--- src/hdl/nip_pkg.sv ---
// constants for the node identification and phy register access block
// ****************************************************************************
// Functional notes
// - node_id_valid clears on bus reset, sets when phy delivers node number.
// - root flag bit 30 set during bus reset when phy reports root.
// - node id reserved bits 29-28 and 26-16 read as zero.
// - cable_power_ok bit 27 set while phy reports cable power good.
// - bus_index bits 15-6 read/write, defaults all ones.
// - physical_node_index bits 5-0 loaded from phy after self id.
// - phy_read_complete clears when software sets read or write request.
// - phy_read_complete sets when a register transfer arrives from phy.
// - phy_read_reg_index holds address of latest received register transfer.
// - phy_read_value holds data of latest received register transfer.
// - read request bit 15 set by software, cleared once sent.
// - write request bit 14 set by software, cleared once sent.
// - phy_target_reg_index bits 11-8 read/write, default zero.
// - phy_write_value bits 7-0 read/write, default zero, unused for reads.
// - phy_register_access_control reserved bits 30-28 and 13-12 read as zero.
// - bus_index and physical_node_index form 16-bit node identifier.
// ****************************************************************************
package nip_pkg;
   localparam logic [7:0] NIP_OFS_NODE_ID = 8'he8;
   localparam logic [7:0] NIP_OFS_PHY_CTRL = 8'hec;
   localparam logic [7:0] NIP_OFS_INT_STAT = 8'hf8;
   localparam logic [7:0] NIP_OFS_INT_MASK = 8'hfc;
   localparam int NIP_ADDR_W = 8;
   // node identification fields
   localparam int NIP_NID_VALID = 31;
   localparam int NIP_NID_ROOT = 30;
   localparam int NIP_NID_CPS = 27;
   localparam int NIP_BUS_LSB = 6;
   localparam int NIP_BUS_W = 10;
   localparam int NIP_NODE_W = 6;
   localparam logic [9:0] NIP_BUS_RST = 10'h3ff;
   // phy_register_access_control fields
   localparam int NIP_PC_DONE = 31;
   localparam int NIP_PC_RADDR_LSB = 24;
   localparam int NIP_PC_RDATA_LSB = 16;
   localparam int NIP_PC_RDREQ = 15;
   localparam int NIP_PC_WRREQ = 14;
   localparam int NIP_PC_TADDR_LSB = 8;
   localparam int NIP_PHY_ADDR_W = 4;
   localparam int NIP_PHY_DATA_W = 8;
   // interrupt status bits
   localparam int NIP_IRQ_W = 3;
   localparam int NIP_IRQ_DONE = 0;
   localparam int NIP_IRQ_RESET = 1;
   localparam int NIP_IRQ_NODE = 2;
   localparam logic [1:0] NIP_RESP_OKAY = 2'b00;
   localparam logic [1:0] NIP_RESP_SLVERR = 2'b10;
endpackage

--- src/hdl/nip_node_phy_regs.sv ---
// node identification and phy register access register bank
//
// The AXI4-Lite interface to the registers is this design's own decision.
`timescale 1ns/1ps
`default_nettype none
module nip_node_phy_regs
(
   input wire logic aclk,
   input wire logic aresetn,
   input wire logic [nip_pkg::NIP_ADDR_W-1:0] s_axi_awaddr,
   input wire logic s_axi_awvalid,
   output logic s_axi_awready,
   input wire logic [31:0] s_axi_wdata,
   input wire logic [3:0] s_axi_wstrb,
   input wire logic s_axi_wvalid,
   output logic s_axi_wready,
   output logic [1:0] s_axi_bresp,
   output logic s_axi_bvalid,
   input wire logic s_axi_bready,
   input wire logic [nip_pkg::NIP_ADDR_W-1:0] s_axi_araddr,
   input wire logic s_axi_arvalid,
   output logic s_axi_arready,
   output logic [31:0] s_axi_rdata,
   output logic [1:0] s_axi_rresp,
   output logic s_axi_rvalid,
   input wire logic s_axi_rready,
   input wire logic bus_reset_pulse,
   input wire logic phy_is_root,
   input wire logic phy_cable_power_ok,
   input wire logic node_number_valid,
   input wire logic [nip_pkg::NIP_NODE_W-1:0] node_number,
   output logic phy_read_request,
   output logic phy_write_request,
   output logic [nip_pkg::NIP_PHY_ADDR_W-1:0] phy_target_reg_index,
   output logic [nip_pkg::NIP_PHY_DATA_W-1:0] phy_write_value,
   input wire logic phy_request_sent,
   input wire logic phy_reg_transfer,
   input wire logic [nip_pkg::NIP_PHY_ADDR_W-1:0] phy_reg_transfer_addr,
   input wire logic [nip_pkg::NIP_PHY_DATA_W-1:0] phy_reg_transfer_data,
   output logic [15:0] node_identifier,
   output logic irq
);
   import nip_pkg::*;

   // ************************************************************************
   // axi4-lite write channel
   // ************************************************************************
   logic aw_held_r;
   logic w_held_r;
   logic [NIP_ADDR_W-1:0] awaddr_r;
   logic [31:0] wdata_r;
   logic [3:0] wstrb_r;
   logic wr_fire;

   // both halves may arrive in either order; a write commits once both held
   assign s_axi_awready = !aw_held_r && !s_axi_bvalid;
   assign s_axi_wready = !w_held_r && !s_axi_bvalid;
   assign wr_fire = aw_held_r && w_held_r && !s_axi_bvalid;

   always_ff @(posedge aclk)
   begin
      if (!aresetn)
      begin
         aw_held_r <= 1'b0;
         awaddr_r <= '0;
      end
      else if (s_axi_awvalid && s_axi_awready)
      begin
         aw_held_r <= 1'b1;
         awaddr_r <= s_axi_awaddr;
      end
      else if (wr_fire)
      begin
         aw_held_r <= 1'b0;
      end
   end

   always_ff @(posedge aclk)
   begin
      if (!aresetn)
      begin
         w_held_r <= 1'b0;
         wdata_r <= '0;
         wstrb_r <= '0;
      end
      else if (s_axi_wvalid && s_axi_wready)
      begin
         w_held_r <= 1'b1;
         wdata_r <= s_axi_wdata;
         wstrb_r <= s_axi_wstrb;
      end
      else if (wr_fire)
      begin
         w_held_r <= 1'b0;
      end
   end

   function automatic logic nip_mapped(input logic [NIP_ADDR_W-1:0] a);
      nip_mapped = (a == NIP_OFS_NODE_ID) || (a == NIP_OFS_PHY_CTRL) ||
                   (a == NIP_OFS_INT_STAT) || (a == NIP_OFS_INT_MASK);
   endfunction

   always_ff @(posedge aclk)
   begin
      if (!aresetn)
      begin
         s_axi_bvalid <= 1'b0;
         s_axi_bresp <= NIP_RESP_OKAY;
      end
      else if (wr_fire)
      begin
         s_axi_bvalid <= 1'b1;
         s_axi_bresp <= nip_mapped(awaddr_r) ? NIP_RESP_OKAY : NIP_RESP_SLVERR;
      end
      else if (s_axi_bready)
      begin
         s_axi_bvalid <= 1'b0;
      end
   end

   logic wr_node;
   logic wr_phy;
   logic wr_mask;
   assign wr_node = wr_fire && (awaddr_r == NIP_OFS_NODE_ID);
   assign wr_phy = wr_fire && (awaddr_r == NIP_OFS_PHY_CTRL);
   assign wr_mask = wr_fire && (awaddr_r == NIP_OFS_INT_MASK);

   // ************************************************************************
   // node identification state
   // ************************************************************************
   logic node_id_valid_r;
   logic root_r;
   logic cable_power_ok_r;
   logic [NIP_BUS_W-1:0] bus_index_r;
   logic [NIP_NODE_W-1:0] physical_node_index_r;
   logic [1:0] pin_meta_r;
   logic [1:0] pin_sync_r;

   // root and cable power pins pass through two synchronizer flops first
   always_ff @(posedge aclk)
   begin
      if (!aresetn)
      begin
         pin_meta_r <= '0;
         pin_sync_r <= '0;
      end
      else
      begin
         pin_meta_r <= {phy_is_root, phy_cable_power_ok};
         pin_sync_r <= pin_meta_r;
      end
   end

   // a new node number in the same cycle as a reset is taken as the newer event
   always_ff @(posedge aclk)
   begin
      if (!aresetn)
      begin
         node_id_valid_r <= 1'b0;
         physical_node_index_r <= '0;
      end
      else if (node_number_valid)
      begin
         node_id_valid_r <= 1'b1;
         physical_node_index_r <= node_number;
      end
      else if (bus_reset_pulse)
      begin
         node_id_valid_r <= 1'b0;
      end
   end

   always_ff @(posedge aclk)
   begin
      if (!aresetn)
      begin
         root_r <= 1'b0;
      end
      else if (bus_reset_pulse)
      begin
         root_r <= pin_sync_r[1];
      end
   end

   always_ff @(posedge aclk)
   begin
      if (!aresetn)
      begin
         cable_power_ok_r <= 1'b0;
      end
      else
      begin
         cable_power_ok_r <= pin_sync_r[0];
      end
   end

   always_ff @(posedge aclk)
   begin
      if (!aresetn)
      begin
         bus_index_r <= NIP_BUS_RST;
      end
      else if (wr_node)
      begin
         // field spans lanes 0 and 1
         if (wstrb_r[0])
         begin
            bus_index_r[1:0] <= wdata_r[7:6];
         end
         if (wstrb_r[1])
         begin
            bus_index_r[9:2] <= wdata_r[15:8];
         end
      end
   end

   assign node_identifier = {bus_index_r, physical_node_index_r};

   // ************************************************************************
   // phy_register_access_control state
   // ************************************************************************
   logic phy_read_complete_r;
   logic [NIP_PHY_ADDR_W-1:0] phy_read_reg_index_r;
   logic [NIP_PHY_DATA_W-1:0] phy_read_value_r;
   logic rd_req_r;
   logic wr_req_r;
   logic [NIP_PHY_ADDR_W-1:0] taddr_r;
   logic [NIP_PHY_DATA_W-1:0] wval_r;
   logic req_set;

   assign req_set = wr_phy && wstrb_r[1] &&
                    (wdata_r[NIP_PC_RDREQ] || wdata_r[NIP_PC_WRREQ]);

   // arrival wins over a simultaneous request write so no completion is lost
   always_ff @(posedge aclk)
   begin
      if (!aresetn)
      begin
         phy_read_complete_r <= 1'b0;
         phy_read_reg_index_r <= '0;
         phy_read_value_r <= '0;
      end
      else if (phy_reg_transfer)
      begin
         phy_read_complete_r <= 1'b1;
         phy_read_reg_index_r <= phy_reg_transfer_addr;
         phy_read_value_r <= phy_reg_transfer_data;
      end
      else if (req_set)
      begin
         phy_read_complete_r <= 1'b0;
      end
   end

   // a write with either request bit set loads both request bits; hardware clears once sent
   always_ff @(posedge aclk)
   begin
      if (!aresetn)
      begin
         rd_req_r <= 1'b0;
         wr_req_r <= 1'b0;
      end
      else if (req_set)
      begin
         rd_req_r <= wdata_r[NIP_PC_RDREQ];
         wr_req_r <= wdata_r[NIP_PC_WRREQ];
      end
      else if (phy_request_sent)
      begin
         rd_req_r <= 1'b0;
         wr_req_r <= 1'b0;
      end
   end

   always_ff @(posedge aclk)
   begin
      if (!aresetn)
      begin
         taddr_r <= '0;
         wval_r <= '0;
      end
      else if (wr_phy)
      begin
         if (wstrb_r[1])
         begin
            taddr_r <= wdata_r[NIP_PC_TADDR_LSB +: NIP_PHY_ADDR_W];
         end
         if (wstrb_r[0])
         begin
            wval_r <= wdata_r[NIP_PHY_DATA_W-1:0];
         end
      end
   end

   assign phy_read_request = rd_req_r;
   assign phy_write_request = wr_req_r;
   assign phy_target_reg_index = taddr_r;
   assign phy_write_value = wval_r;

   // ************************************************************************
   // interrupts
   // ************************************************************************
   logic [NIP_IRQ_W-1:0] int_stat_r;
   logic [NIP_IRQ_W-1:0] int_mask_r;
   logic [NIP_IRQ_W-1:0] int_evt;
   logic rd_stat;

   assign int_evt[NIP_IRQ_DONE] = phy_reg_transfer;
   assign int_evt[NIP_IRQ_RESET] = bus_reset_pulse;
   assign int_evt[NIP_IRQ_NODE] = node_number_valid;

   // set wins over the read-clear in the same cycle
   always_ff @(posedge aclk)
   begin
      if (!aresetn)
      begin
         int_stat_r <= '0;
      end
      else if (rd_stat)
      begin
         int_stat_r <= int_evt;
      end
      else
      begin
         int_stat_r <= int_stat_r | int_evt;
      end
   end

   always_ff @(posedge aclk)
   begin
      if (!aresetn)
      begin
         int_mask_r <= '0;
      end
      else if (wr_mask && wstrb_r[0])
      begin
         int_mask_r <= wdata_r[NIP_IRQ_W-1:0];
      end
   end

   assign irq = |(int_stat_r & int_mask_r);

   // ************************************************************************
   // axi4-lite read channel
   // ************************************************************************
   logic [31:0] rd_word;
   logic rd_ok;

   assign s_axi_arready = !s_axi_rvalid;
   assign rd_stat = s_axi_arvalid && s_axi_arready && (s_axi_araddr == NIP_OFS_INT_STAT);

   always_comb
   begin
      rd_word = '0;
      rd_ok = 1'b1;
      if (s_axi_araddr == NIP_OFS_NODE_ID)
      begin
         rd_word[NIP_NID_VALID] = node_id_valid_r;
         rd_word[NIP_NID_ROOT] = root_r;
         rd_word[NIP_NID_CPS] = cable_power_ok_r;
         rd_word[NIP_BUS_LSB +: NIP_BUS_W] = bus_index_r;
         rd_word[NIP_NODE_W-1:0] = physical_node_index_r;
      end
      else if (s_axi_araddr == NIP_OFS_PHY_CTRL)
      begin
         rd_word[NIP_PC_DONE] = phy_read_complete_r;
         rd_word[NIP_PC_RADDR_LSB +: NIP_PHY_ADDR_W] = phy_read_reg_index_r;
         rd_word[NIP_PC_RDATA_LSB +: NIP_PHY_DATA_W] = phy_read_value_r;
         rd_word[NIP_PC_RDREQ] = rd_req_r;
         rd_word[NIP_PC_WRREQ] = wr_req_r;
         rd_word[NIP_PC_TADDR_LSB +: NIP_PHY_ADDR_W] = taddr_r;
         rd_word[NIP_PHY_DATA_W-1:0] = wval_r;
      end
      else if (s_axi_araddr == NIP_OFS_INT_STAT)
      begin
         rd_word[NIP_IRQ_W-1:0] = int_stat_r;
      end
      else if (s_axi_araddr == NIP_OFS_INT_MASK)
      begin
         rd_word[NIP_IRQ_W-1:0] = int_mask_r;
      end
      else
      begin
         rd_ok = 1'b0;
      end
   end

   always_ff @(posedge aclk)
   begin
      if (!aresetn)
      begin
         s_axi_rvalid <= 1'b0;
         s_axi_rdata <= '0;
         s_axi_rresp <= NIP_RESP_OKAY;
      end
      else if (s_axi_arvalid && s_axi_arready)
      begin
         s_axi_rvalid <= 1'b1;
         s_axi_rdata <= rd_word;
         s_axi_rresp <= rd_ok ? NIP_RESP_OKAY : NIP_RESP_SLVERR;
      end
      else if (s_axi_rready)
      begin
         s_axi_rvalid <= 1'b0;
      end
   end
endmodule
`default_nettype wire

--- config.mk ---
export PLATFORM = sky130hd
export DESIGN_NAME = nip_node_phy_regs
export DESIGN_NICKNAME = d
export VERILOG_FILES = /design/src/hdl/nip_pkg.sv /design/src/hdl/nip_node_phy_regs.sv
export SDC_FILE = /design/constraint.sdc
export NUM_CORES = 1
export LEC_CHECK = 0
export BUFFER_PORTS_ARGS = -buffer_cell sky130_fd_sc_hd__buf_4
export CAP_MARGIN = 20
export CORE_MARGIN = 3
export CORE_UTILIZATION = 50
export CTS_CLUSTER_DIAMETER = 50
export DETAILED_ROUTE_END_ITERATION = 6
export GPL_TIMING_DRIVEN = 0
export HOLD_SLACK_MARGIN = 0.06
export PLACE_DENSITY_LB_ADDON = 0.3
export REMOVE_ABC_BUFFERS = 1
export SLEW_MARGIN = 20
export SYNTH_ARGS = -nofsm -noshare
export SYNTH_HDL_FRONTEND = slang
export SYNTH_SLANG_ARGS = --single-unit
export TNS_END_PERCENT = 30
--- constraint.sdc ---
create_clock -name aclk -period 2.6 [get_ports aclk]
set_clock_uncertainty 0.15 [all_clocks]
set_input_delay 0 -clock aclk [delete_from_list [all_inputs] [get_ports aclk]]
set_output_delay 0 -clock aclk [all_outputs]
set_load 0.005 [all_outputs]
==> impl_metrics.py, run 1 <==
metrics = {
    "hold_path": {
        "hold_class": "in -> reg",
        "worstHoldEndpoint": "pin_meta_r[1]",
        "min_delay_path_depth": 3,
        "worst_hold_startpoint": "phy_is_root",
    },
    "grt": {
        "grt_remaining_overflow": 0,
        "grt_start_max_net_pins": 126,
        "first_global_vias": 4720,
        "antenna_found_initial": 1,
        "grtUsageTotal": 0.280,
        "global_route_wire_length_before_repair_um": 23000,
    },
    "logic_synthesis": {
        "synth_area_per_cell_um2": 9.48,
        "synth.distinct_cells": 38,
        "synth_cells": 492,
        "synth-warning-count": 0,
        "ys_ff_latch": 118,
        "yosysSeqAreaShare": 0.506,
        "syn_area_um2": 4670,
    },
    "pwr": {
        "power-per-cell-area_nw_per_um2": 635,
        "p_switching_mw": 1.04,
        "power_mw": 4.66,
        "pwr-share-seq": 0.412,
        "max-vdd-ir-drop_mv": 0.434,
        "leakage_nw": 3.14,
        "power.share.clock": 0.486,
        "intPower_mw": 3.63,
        "switching_share_of_total_power": 0.222,
        "share_comb_of_total_power": 0.102,
    },
    "placed_design": {
        "pre_cts_slack_ns": 0.0150,
        "place_hpwl_um": 7720,
        "placement.io_buffers": 132,
        "place.detailed.instances": 703,
        "place.gp.congestion": 0.789,
    },
    "clocking": {
        "cts_sinks": 118,
        "cts.htree.levels": 4,
        "cts_setup_buffers": 0,
        "cts_tree": "built",
        "cts_made_buffers": 17,
        "cts_root_buffer": "sky130_fd_sc_hd__clkbuf_8",
        "clock_latency_ns": 0.50,
        "clkTransAtPathRegs_ns": 0.05,
        "clock_path_buffers": 2,
    },
    "floorplan": {
        "chipWidth_um": 103,
        "effective_utilization_at_floorplan": 0.525,
        "i_o_pin_cnt": 155,
        "die_height_um": 103,
        "std_cell_rows": 34,
        "floorplan.die_area_um2": 10500,
        "fp.coreArea_um2": 8890,
    },
    "route": {
        "wl_um": 14400,
        "postRouteAntennaNets": 0,
        "firstDrtPassIters": 4,
        "drc_marker_count_from_the_first_detailed_route_iteration": 123,
        "drc": 0,
        "detailroute.via_count": 4560,
        "via_per_inst": 5.43,
        "dr_wl_cell_um": 17.1,
    },
    "setup_path": {
        "crit-reg2reg-capture": "awaddr_r[2]",
        "timing.critical_path.arrival_ns": 2.79,
        "setup.worst_path.class": "in -> reg",
        "required_ns": 2.89,
        "start_kind": "primary input",
        "reg2reg_slack_ns": 0.15,
        "crit_path_end_kind": "flip-flop",
        "critPathMaxFanout": 13,
        "r2r_start": "s_axi_bvalid",
        "reg2regPathDepth": 6,
    },
    "finish": {
        "most_common_library_cell_in_the_layout_ignoring_fill_and_taps": "sky130_fd_sc_hd__buf_4",
        "most-common-layout-cells": "sky130_fd_sc_hd__buf_4 (132), sky130_fd_sc_hd__dfxtp_1 (118), sky130_fd_sc_hd__dlygate4sd3_1 (106), sky130_fd_sc_hd__nand2_1 (97)",
        "finish.utilization": 0.826,
        "footprint_of_the_multi_input_gates_um2": 2160,
        "nNetsFinal": 803,
        "layout.area.seq_um2": 2360,
        "post_route_cells_drive_above_1_share": 0.249,
        "synthToLayoutAreaGrowth_pct": 57.4,
        "instances_no_fill": 840,
        "num-fill-cells": 501,
    },
    "sta": {
        "timing.slew.headroom": 0.325,
        "max_freq_mhz": 400,
        "fin_ws_ns": 0.0983,
        "fin_hold_ws_ns": 0.111,
        "setup_violations": 0,
        "min_period_over_period": 0.962,
        "final_period_minus_worst_setup_slack_ns": 2.50,
        "timing_max_transition_violations_final": 0,
        "rsz0062_at_grt": "false",
        "final_hold_viol_count": 0,
        "worst-slew-pin-transition_ns": 1.01,
    },
    "status": {
        "outcome": "finished clean",
    },
    "run": {
        "max_cap_violations": 0,
    },
}
[logic make-up (layout without fill, tap and decap cells)]
family	count (synthesis)	after routing	share of synthesized area
and+or+nand+nor	202	202	0.223
DFF	118	118	0.506
AOI/OAI and AO/OA	88	88	0.139
muxes	43	43	0.0931
buffers and inverters	40	276	0.0381
other	1	5	0.000804
[cell usage after synthesis]
| master | n | share of area |
|---|---|---|
| sky130_fd_sc_hd__mux2i_1 | 40 | 0.086 |
| sky130_fd_sc_hd__nand3b_1 | 4 | 0.0064 |
| sky130_fd_sc_hd__o211a_1 | 1 | 0.0021 |
| sky130_fd_sc_hd__nand2_1 | 97 | 0.078 |
| sky130_fd_sc_hd__nand3_1 | 17 | 0.018 |
| sky130_fd_sc_hd__or3b_1 | 1 | 0.0019 |
| sky130_fd_sc_hd__nor4_4 | 2 | 0.0091 |
| sky130_fd_sc_hd__mux2_2 | 3 | 0.0072 |
| sky130_fd_sc_hd__buf_1 | 1 | 0.00080 |
| sky130_fd_sc_hd__a21bo_2 | 1 | 0.0021 |
| sky130_fd_sc_hd__a31o_2 | 2 | 0.0038 |
| sky130_fd_sc_hd__clkbuf_1 | 27 | 0.022 |
| sky130_fd_sc_hd__inv_1 | 5 | 0.0040 |
| sky130_fd_sc_hd__nand2b_1 | 4 | 0.0054 |
| sky130_fd_sc_hd__a222oi_1 | 1 | 0.0021 |
| sky130_fd_sc_hd__o2111a_1 | 1 | 0.0024 |
| sky130_fd_sc_hd__and3_1 | 14 | 0.019 |
| sky130_fd_sc_hd__a221o_1 | 13 | 0.028 |
| sky130_fd_sc_hd__a22o_1 | 3 | 0.0056 |
| sky130_fd_sc_hd__o21a_1 | 1 | 0.0016 |
| sky130_fd_sc_hd__dfxtp_1 | 118 | 0.51 |
| sky130_fd_sc_hd__nor2_1 | 6 | 0.0048 |
| sky130_fd_sc_hd__or4_1 | 3 | 0.0048 |
| sky130_fd_sc_hd__nor4_2 | 1 | 0.0027 |
| sky130_fd_sc_hd__buf_2 | 1 | 0.0011 |
| sky130_fd_sc_hd__nor3_1 | 6 | 0.0064 |
| sky130_fd_sc_hd__buf_4 | 5 | 0.0080 |
| sky130_fd_sc_hd__or3b_2 | 2 | 0.0038 |
| sky130_fd_sc_hd__and2_1 | 7 | 0.0094 |
| sky130_fd_sc_hd__nor2b_1 | 35 | 0.047 |
| sky130_fd_sc_hd__a21boi_0 | 40 | 0.064 |
| sky130_fd_sc_hd__nand3b_2 | 1 | 0.0024 |
| sky130_fd_sc_hd__o21ai_0 | 15 | 0.016 |
| sky130_fd_sc_hd__a21oi_1 | 10 | 0.011 |
| sky130_fd_sc_hd__nor4_1 | 1 | 0.0013 |
| sky130_fd_sc_hd__nand4bb_1 | 1 | 0.0024 |
| sky130_fd_sc_hd__conb_1 | 1 | 0.00080 |
| sky130_fd_sc_hd__buf_6 | 1 | 0.0024 |
[through the flow]
| stage | TNS, ns | area [µm²] |
|---|---|---|
| after global placement | -6.96 | 5640 |
| after detailed placement | 0 | 5690 |
| after CTS | 0 | 7330 |
| final | 0 | 7340 |
| after global routing | 0 | 7340 |
| after floorplan | 0 | 4520 |
[layout make-up]
cell class,count,share of cell area
flip-flops and latches,118,0.322
multi-input cells,337,0.294
repair buffers,241,0.284
clock buffers,22,0.0658
well taps,108,0.0184
clock inverters,8,0.0133
inverters,5,0.00256
diodes,1,0.000341
[how the worst max path moves through the flow]
stage | cells past startpoint | endpoint | startpoint | slack (ns)
finish | 6 | s_axi_rdata[9] | s_axi_araddr[1] | 0.1
global route | 6 | s_axi_rdata[31] | s_axi_araddr[1] | 0.02
CTS | 6 | s_axi_rdata[9] | s_axi_araddr[1] | 0.03
detailed placement | 5 | s_axi_rdata[9] | s_axi_araddr[0] | 0.02
global placement | 4 | s_axi_rdata[11] | s_axi_rvalid | -0.44
floorplan | 4 | phy_read_request | awaddr_r[0] | 0.24
[registers in the layout (all words and copies together) (netlist names), 2 cells and up]
register               cells
phy_write_value            8
wdata_r                   16
pin_sync_r                 2
int_mask_r                 3
awaddr_r                   8
s_axi_rdata               30
bus_index_r               10
physical_node_index_r      6
phy_target_reg_index       4
wstrb_r                    2
phy_read_value_r           8
int_stat_r                 3
pin_meta_r                 2
phy_read_reg_index_r       4
[power by group through the flow]
stage | sequential (mW) | clock (mW) | combinational [mW]
finish | 1.92 | 2.26 | 0.477
global route | 1.93 | 2.37 | 0.516
detailed placement | 1.95 | 0 | 0.318
CTS | 1.92 | 2.28 | 0.459
global placement | 1.95 | 0 | 0.302
floorplan | 1.94 | 0 | 0.139
[routing by layer]
layer | vias to the layer above | track usage | share of wire
li1 | 2148 | - | -
met1 | 2195 | 0.324 | 0.40
met2 | 180 | 0.494 | 0.51
met3 | 37 | 0.0629 | 0.065
met4 | 0 | 0.124 | 0.024
met5 | - | 0 | 0
[critical path: stages]
cell	delay, ns
sky130_fd_sc_hd__buf_4	0.11
sky130_fd_sc_hd__dlygate4sd3_1	0.54
sky130_fd_sc_hd__nand4bb_1	0.36
sky130_fd_sc_hd__nor3_2	0.80
sky130_fd_sc_hd__and3_1	0.71
sky130_fd_sc_hd__a221o_1	0.27
[what timing repair did]
item | 4_1_cts | 5_1_grt
endpoints found under the setup margin | 0 | 6
resized for setup | 0 | 2
hold buffers | 106 | 0
endpoints found under the hold margin | 89 | 0
Power figures use the tool's default switching activity.
==> inputs of run 2 (changes only) <==
- CORE_ASPECT_RATIO: not set -> 1.25
==> run 2 against run 1 <==
  * Die area hardly changed
  * Count of clock-buffer cells in the layout is 3 lower
  * Cell area is 3.4% higher
  * Register-to-register slack worse by 0.05 ns
  * Clock power is 4% lower
  * Non-clock buffer count is 25 higher
  * Routed wire length is 6.5% higher
  * Hold slack worse by 0.0098 ns
  * Sequential power hardly changed
  * Sequential share of layout area is 1.1 points lower
  * Global-route usage is 0.63 points higher
  * Highest routed layer unchanged
==> impl_metrics.py, run 2 (synthesis results as in run 1) <==
metrics = {
    "route": {
        "firstDrtPassIters": 5,
        "postRouteAntennaNets": 0,
        "detailroute.via_count": 4716,
        "drc_marker_count_from_the_first_detailed_route_iteration": 313,
        "drc": 0,
        "wl_um": 15300,
        "via_per_inst": 5.37,
        "dr_wl_cell_um": 17.4,
    },
    "setup_path": {
        "reg2reg_slack_ns": 0.10,
        "timing.critical_path.arrival_ns": 2.89,
        "required_ns": 2.91,
        "setup.worst_path.class": "in -> reg",
        "start_kind": "primary input",
        "critPathMaxFanout": 7,
        "crit_path_end_kind": "flip-flop",
    },
    "finish": {
        "most-common-layout-cells": "sky130_fd_sc_hd__dlygate4sd3_1 (132), sky130_fd_sc_hd__buf_4 (132), sky130_fd_sc_hd__dfxtp_1 (118), sky130_fd_sc_hd__nand2_1 (97)",
        "instances_no_fill": 878,
        "top_register": "s_axi_rdata",
        "post_route_cells_drive_above_1_share": 0.244,
        "n_antenna_cell": 0,
        "synthToLayoutAreaGrowth_pct": 62.7,
        "num-fill-cells": 447,
        "finalInstanceArea_um2": 7590,
        "reg.largest.list": "s_axi_rdata x30, wdata_r x16, bus_index_r x10",
        "largest_reg_flops": 30,
        "nNetsFinal": 828,
    },
    "placed_design": {
        "pre_cts_slack_ns": 0.193,
        "place_hpwl_um": 7370,
        "placement.io_buffers": 132,
        "place.detailed.instances": 714,
        "dpl_cell_area_um2": 5690,
        "place.gp.congestion": 0.796,
    },
    "floorplan": {
        "i_o_pin_cnt": 155,
        "die_height_um": 114,
        "fp.coreArea_um2": 8890,
        "floorplan.die_area_um2": 10500,
        "chipWidth_um": 92.4,
        "effective_utilization_at_floorplan": 0.525,
        "std_cell_rows": 38,
    },
    "grt": {
        "grt_start_max_net_pins": 126,
        "first_global_vias": 4941,
        "grtUsageTotal": 0.286,
        "global_route_wire_length_before_repair_um": 23700,
        "grt_remaining_overflow": 0,
        "antenna_found_initial": 0,
    },
    "run": {
        "max_cap_violations": 0,
    },
    "sta": {
        "fin_ws_ns": 0.0215,
        "timing.slew.headroom": 0.314,
        "timing_max_transition_violations_final": 0,
        "rsz0062_at_grt": "false",
        "worst-slew-pin-transition_ns": 1.03,
        "max_freq_mhz": 388,
        "min_period_over_period": 0.992,
        "setup_violations": 0,
        "tns_ns": 0,
        "final_period_minus_worst_setup_slack_ns": 2.58,
        "final_hold_viol_count": 0,
    },
    "clocking": {
        "clkTransAtPathRegs_ns": 0.06,
        "cts_sinks": 118,
        "cts_made_buffers": 17,
        "cts_root_buffer": "sky130_fd_sc_hd__clkbuf_8",
        "cts_setup_buffers": 0,
        "cts_tree": "built",
        "clock_path_buffers": 2,
        "clock_latency_ns": 0.52,
        "cts.htree.levels": 4,
    },
    "pwr": {
        "switching_share_of_total_power": 0.243,
        "p_switching_mw": 1.12,
        "intPower_mw": 3.50,
        "leakage_nw": 3.25,
        "share_comb_of_total_power": 0.111,
        "pwr-share-seq": 0.416,
        "power-per-cell-area_nw_per_um2": 608,
        "max-vdd-ir-drop_mv": 0.555,
        "power.share.clock": 0.473,
    },
    "status": {
        "outcome": "finished clean",
    },
    "hold_path": {
        "hold_class": "in -> reg",
    },
}
[run 2: cell count changes in the layout (fill, tap and decap cells not counted), sizes merged]
cell and change:
dlygate4sd3 +26, clkinvlp +4, inv +1, clkinv +1, diode -1, clkbuf -3
buf -1, bufinv -1
[run 2: cell type report]
cell class	instances	area, µm²	area share
clock buffer	19	442	0.0582
clock inverter	13	126	0.0167
inverter	5	18.8	0.00247
tap	120	150	0.0198
timing repair buffer	266	2330	0.307
multi-input combinational	337	2160	0.285
sequential	118	2360	0.311
[run 2: power groups by stage]
stage | Clock (mW) | Combinational [mW] | Sequential (mW)
2_1_floorplan | 0 | 0.139 | 1.94
3_3_place_gp | 0 | 0.302 | 1.95
3_5_place_dp | 0 | 0.314 | 1.95
4_1_cts | 2.20 | 0.482 | 1.91
5_1_grt | 2.30 | 0.554 | 1.92
6_report | 2.18 | 0.514 | 1.92
[run 2: path summary, 6_finish.rpt]
| check | from | endpoint | cells past startpoint |
|---|---|---|---|
| setup reg to reg | s_axi_bvalid | awaddr_r[6] | 6 |
| hold reg to reg | pin_meta_r[0] | pin_sync_r[0] | 1 |
| setup / recovery | s_axi_araddr[0] | s_axi_rdata[2] | 8 |
| hold / removal | phy_cable_power_ok | pin_meta_r[0] | 3 |
[run 2: what timing repair did]
action	in CTS	in global routing
hold buffers	128	4
gates resized for setup	0	2
setup endpoints to repair	0	3
endpoints found under the hold margin	94	6
[run 2: worst max-delay path: stages]
cell	delay (ns)
sky130_fd_sc_hd__dlygate4sd3_1	0.53
sky130_fd_sc_hd__buf_4	0.14
sky130_fd_sc_hd__nand4bb_2	0.36
sky130_fd_sc_hd__dlygate4sd3_1	0.65
sky130_fd_sc_hd__nor2_1	0.21
sky130_fd_sc_hd__o2111a_1	0.29
sky130_fd_sc_hd__a22o_1	0.16
sky130_fd_sc_hd__dlygate4sd3_1	0.54
[run 2: through the flow]
| stage | hold WS, ns | utilization | power, mW |
|---|---|---|---|
| 2_1_floorplan | -0.0881 | - | 2.08 |
| 3_3_place_gp | 0.0618 | 0.637 | 2.25 |
| 3_5_place_dp | 0.0681 | 0.640 | 2.27 |
| 4_1_cts | 0.0610 | 0.848 | 4.59 |
| 5_1_grt | 0.121 | 0.854 | 4.77 |
| 6_report | 0.101 | 0.854 | 4.62 |
[run 2: layer usage]
metal / share of wire / vias to the layer above / routed length [µm] / GRT usage
met5: 0 / - / 0 / 0
met4: 0.036 / 0 / 544 / 0.138
met3: 0.062 / 54 / 941 / 0.0739
met2: 0.52 / 203 / 7950 / 0.519
met1: 0.38 / 2267 / 5840 / 0.307
li1: - / 2192 / - / -
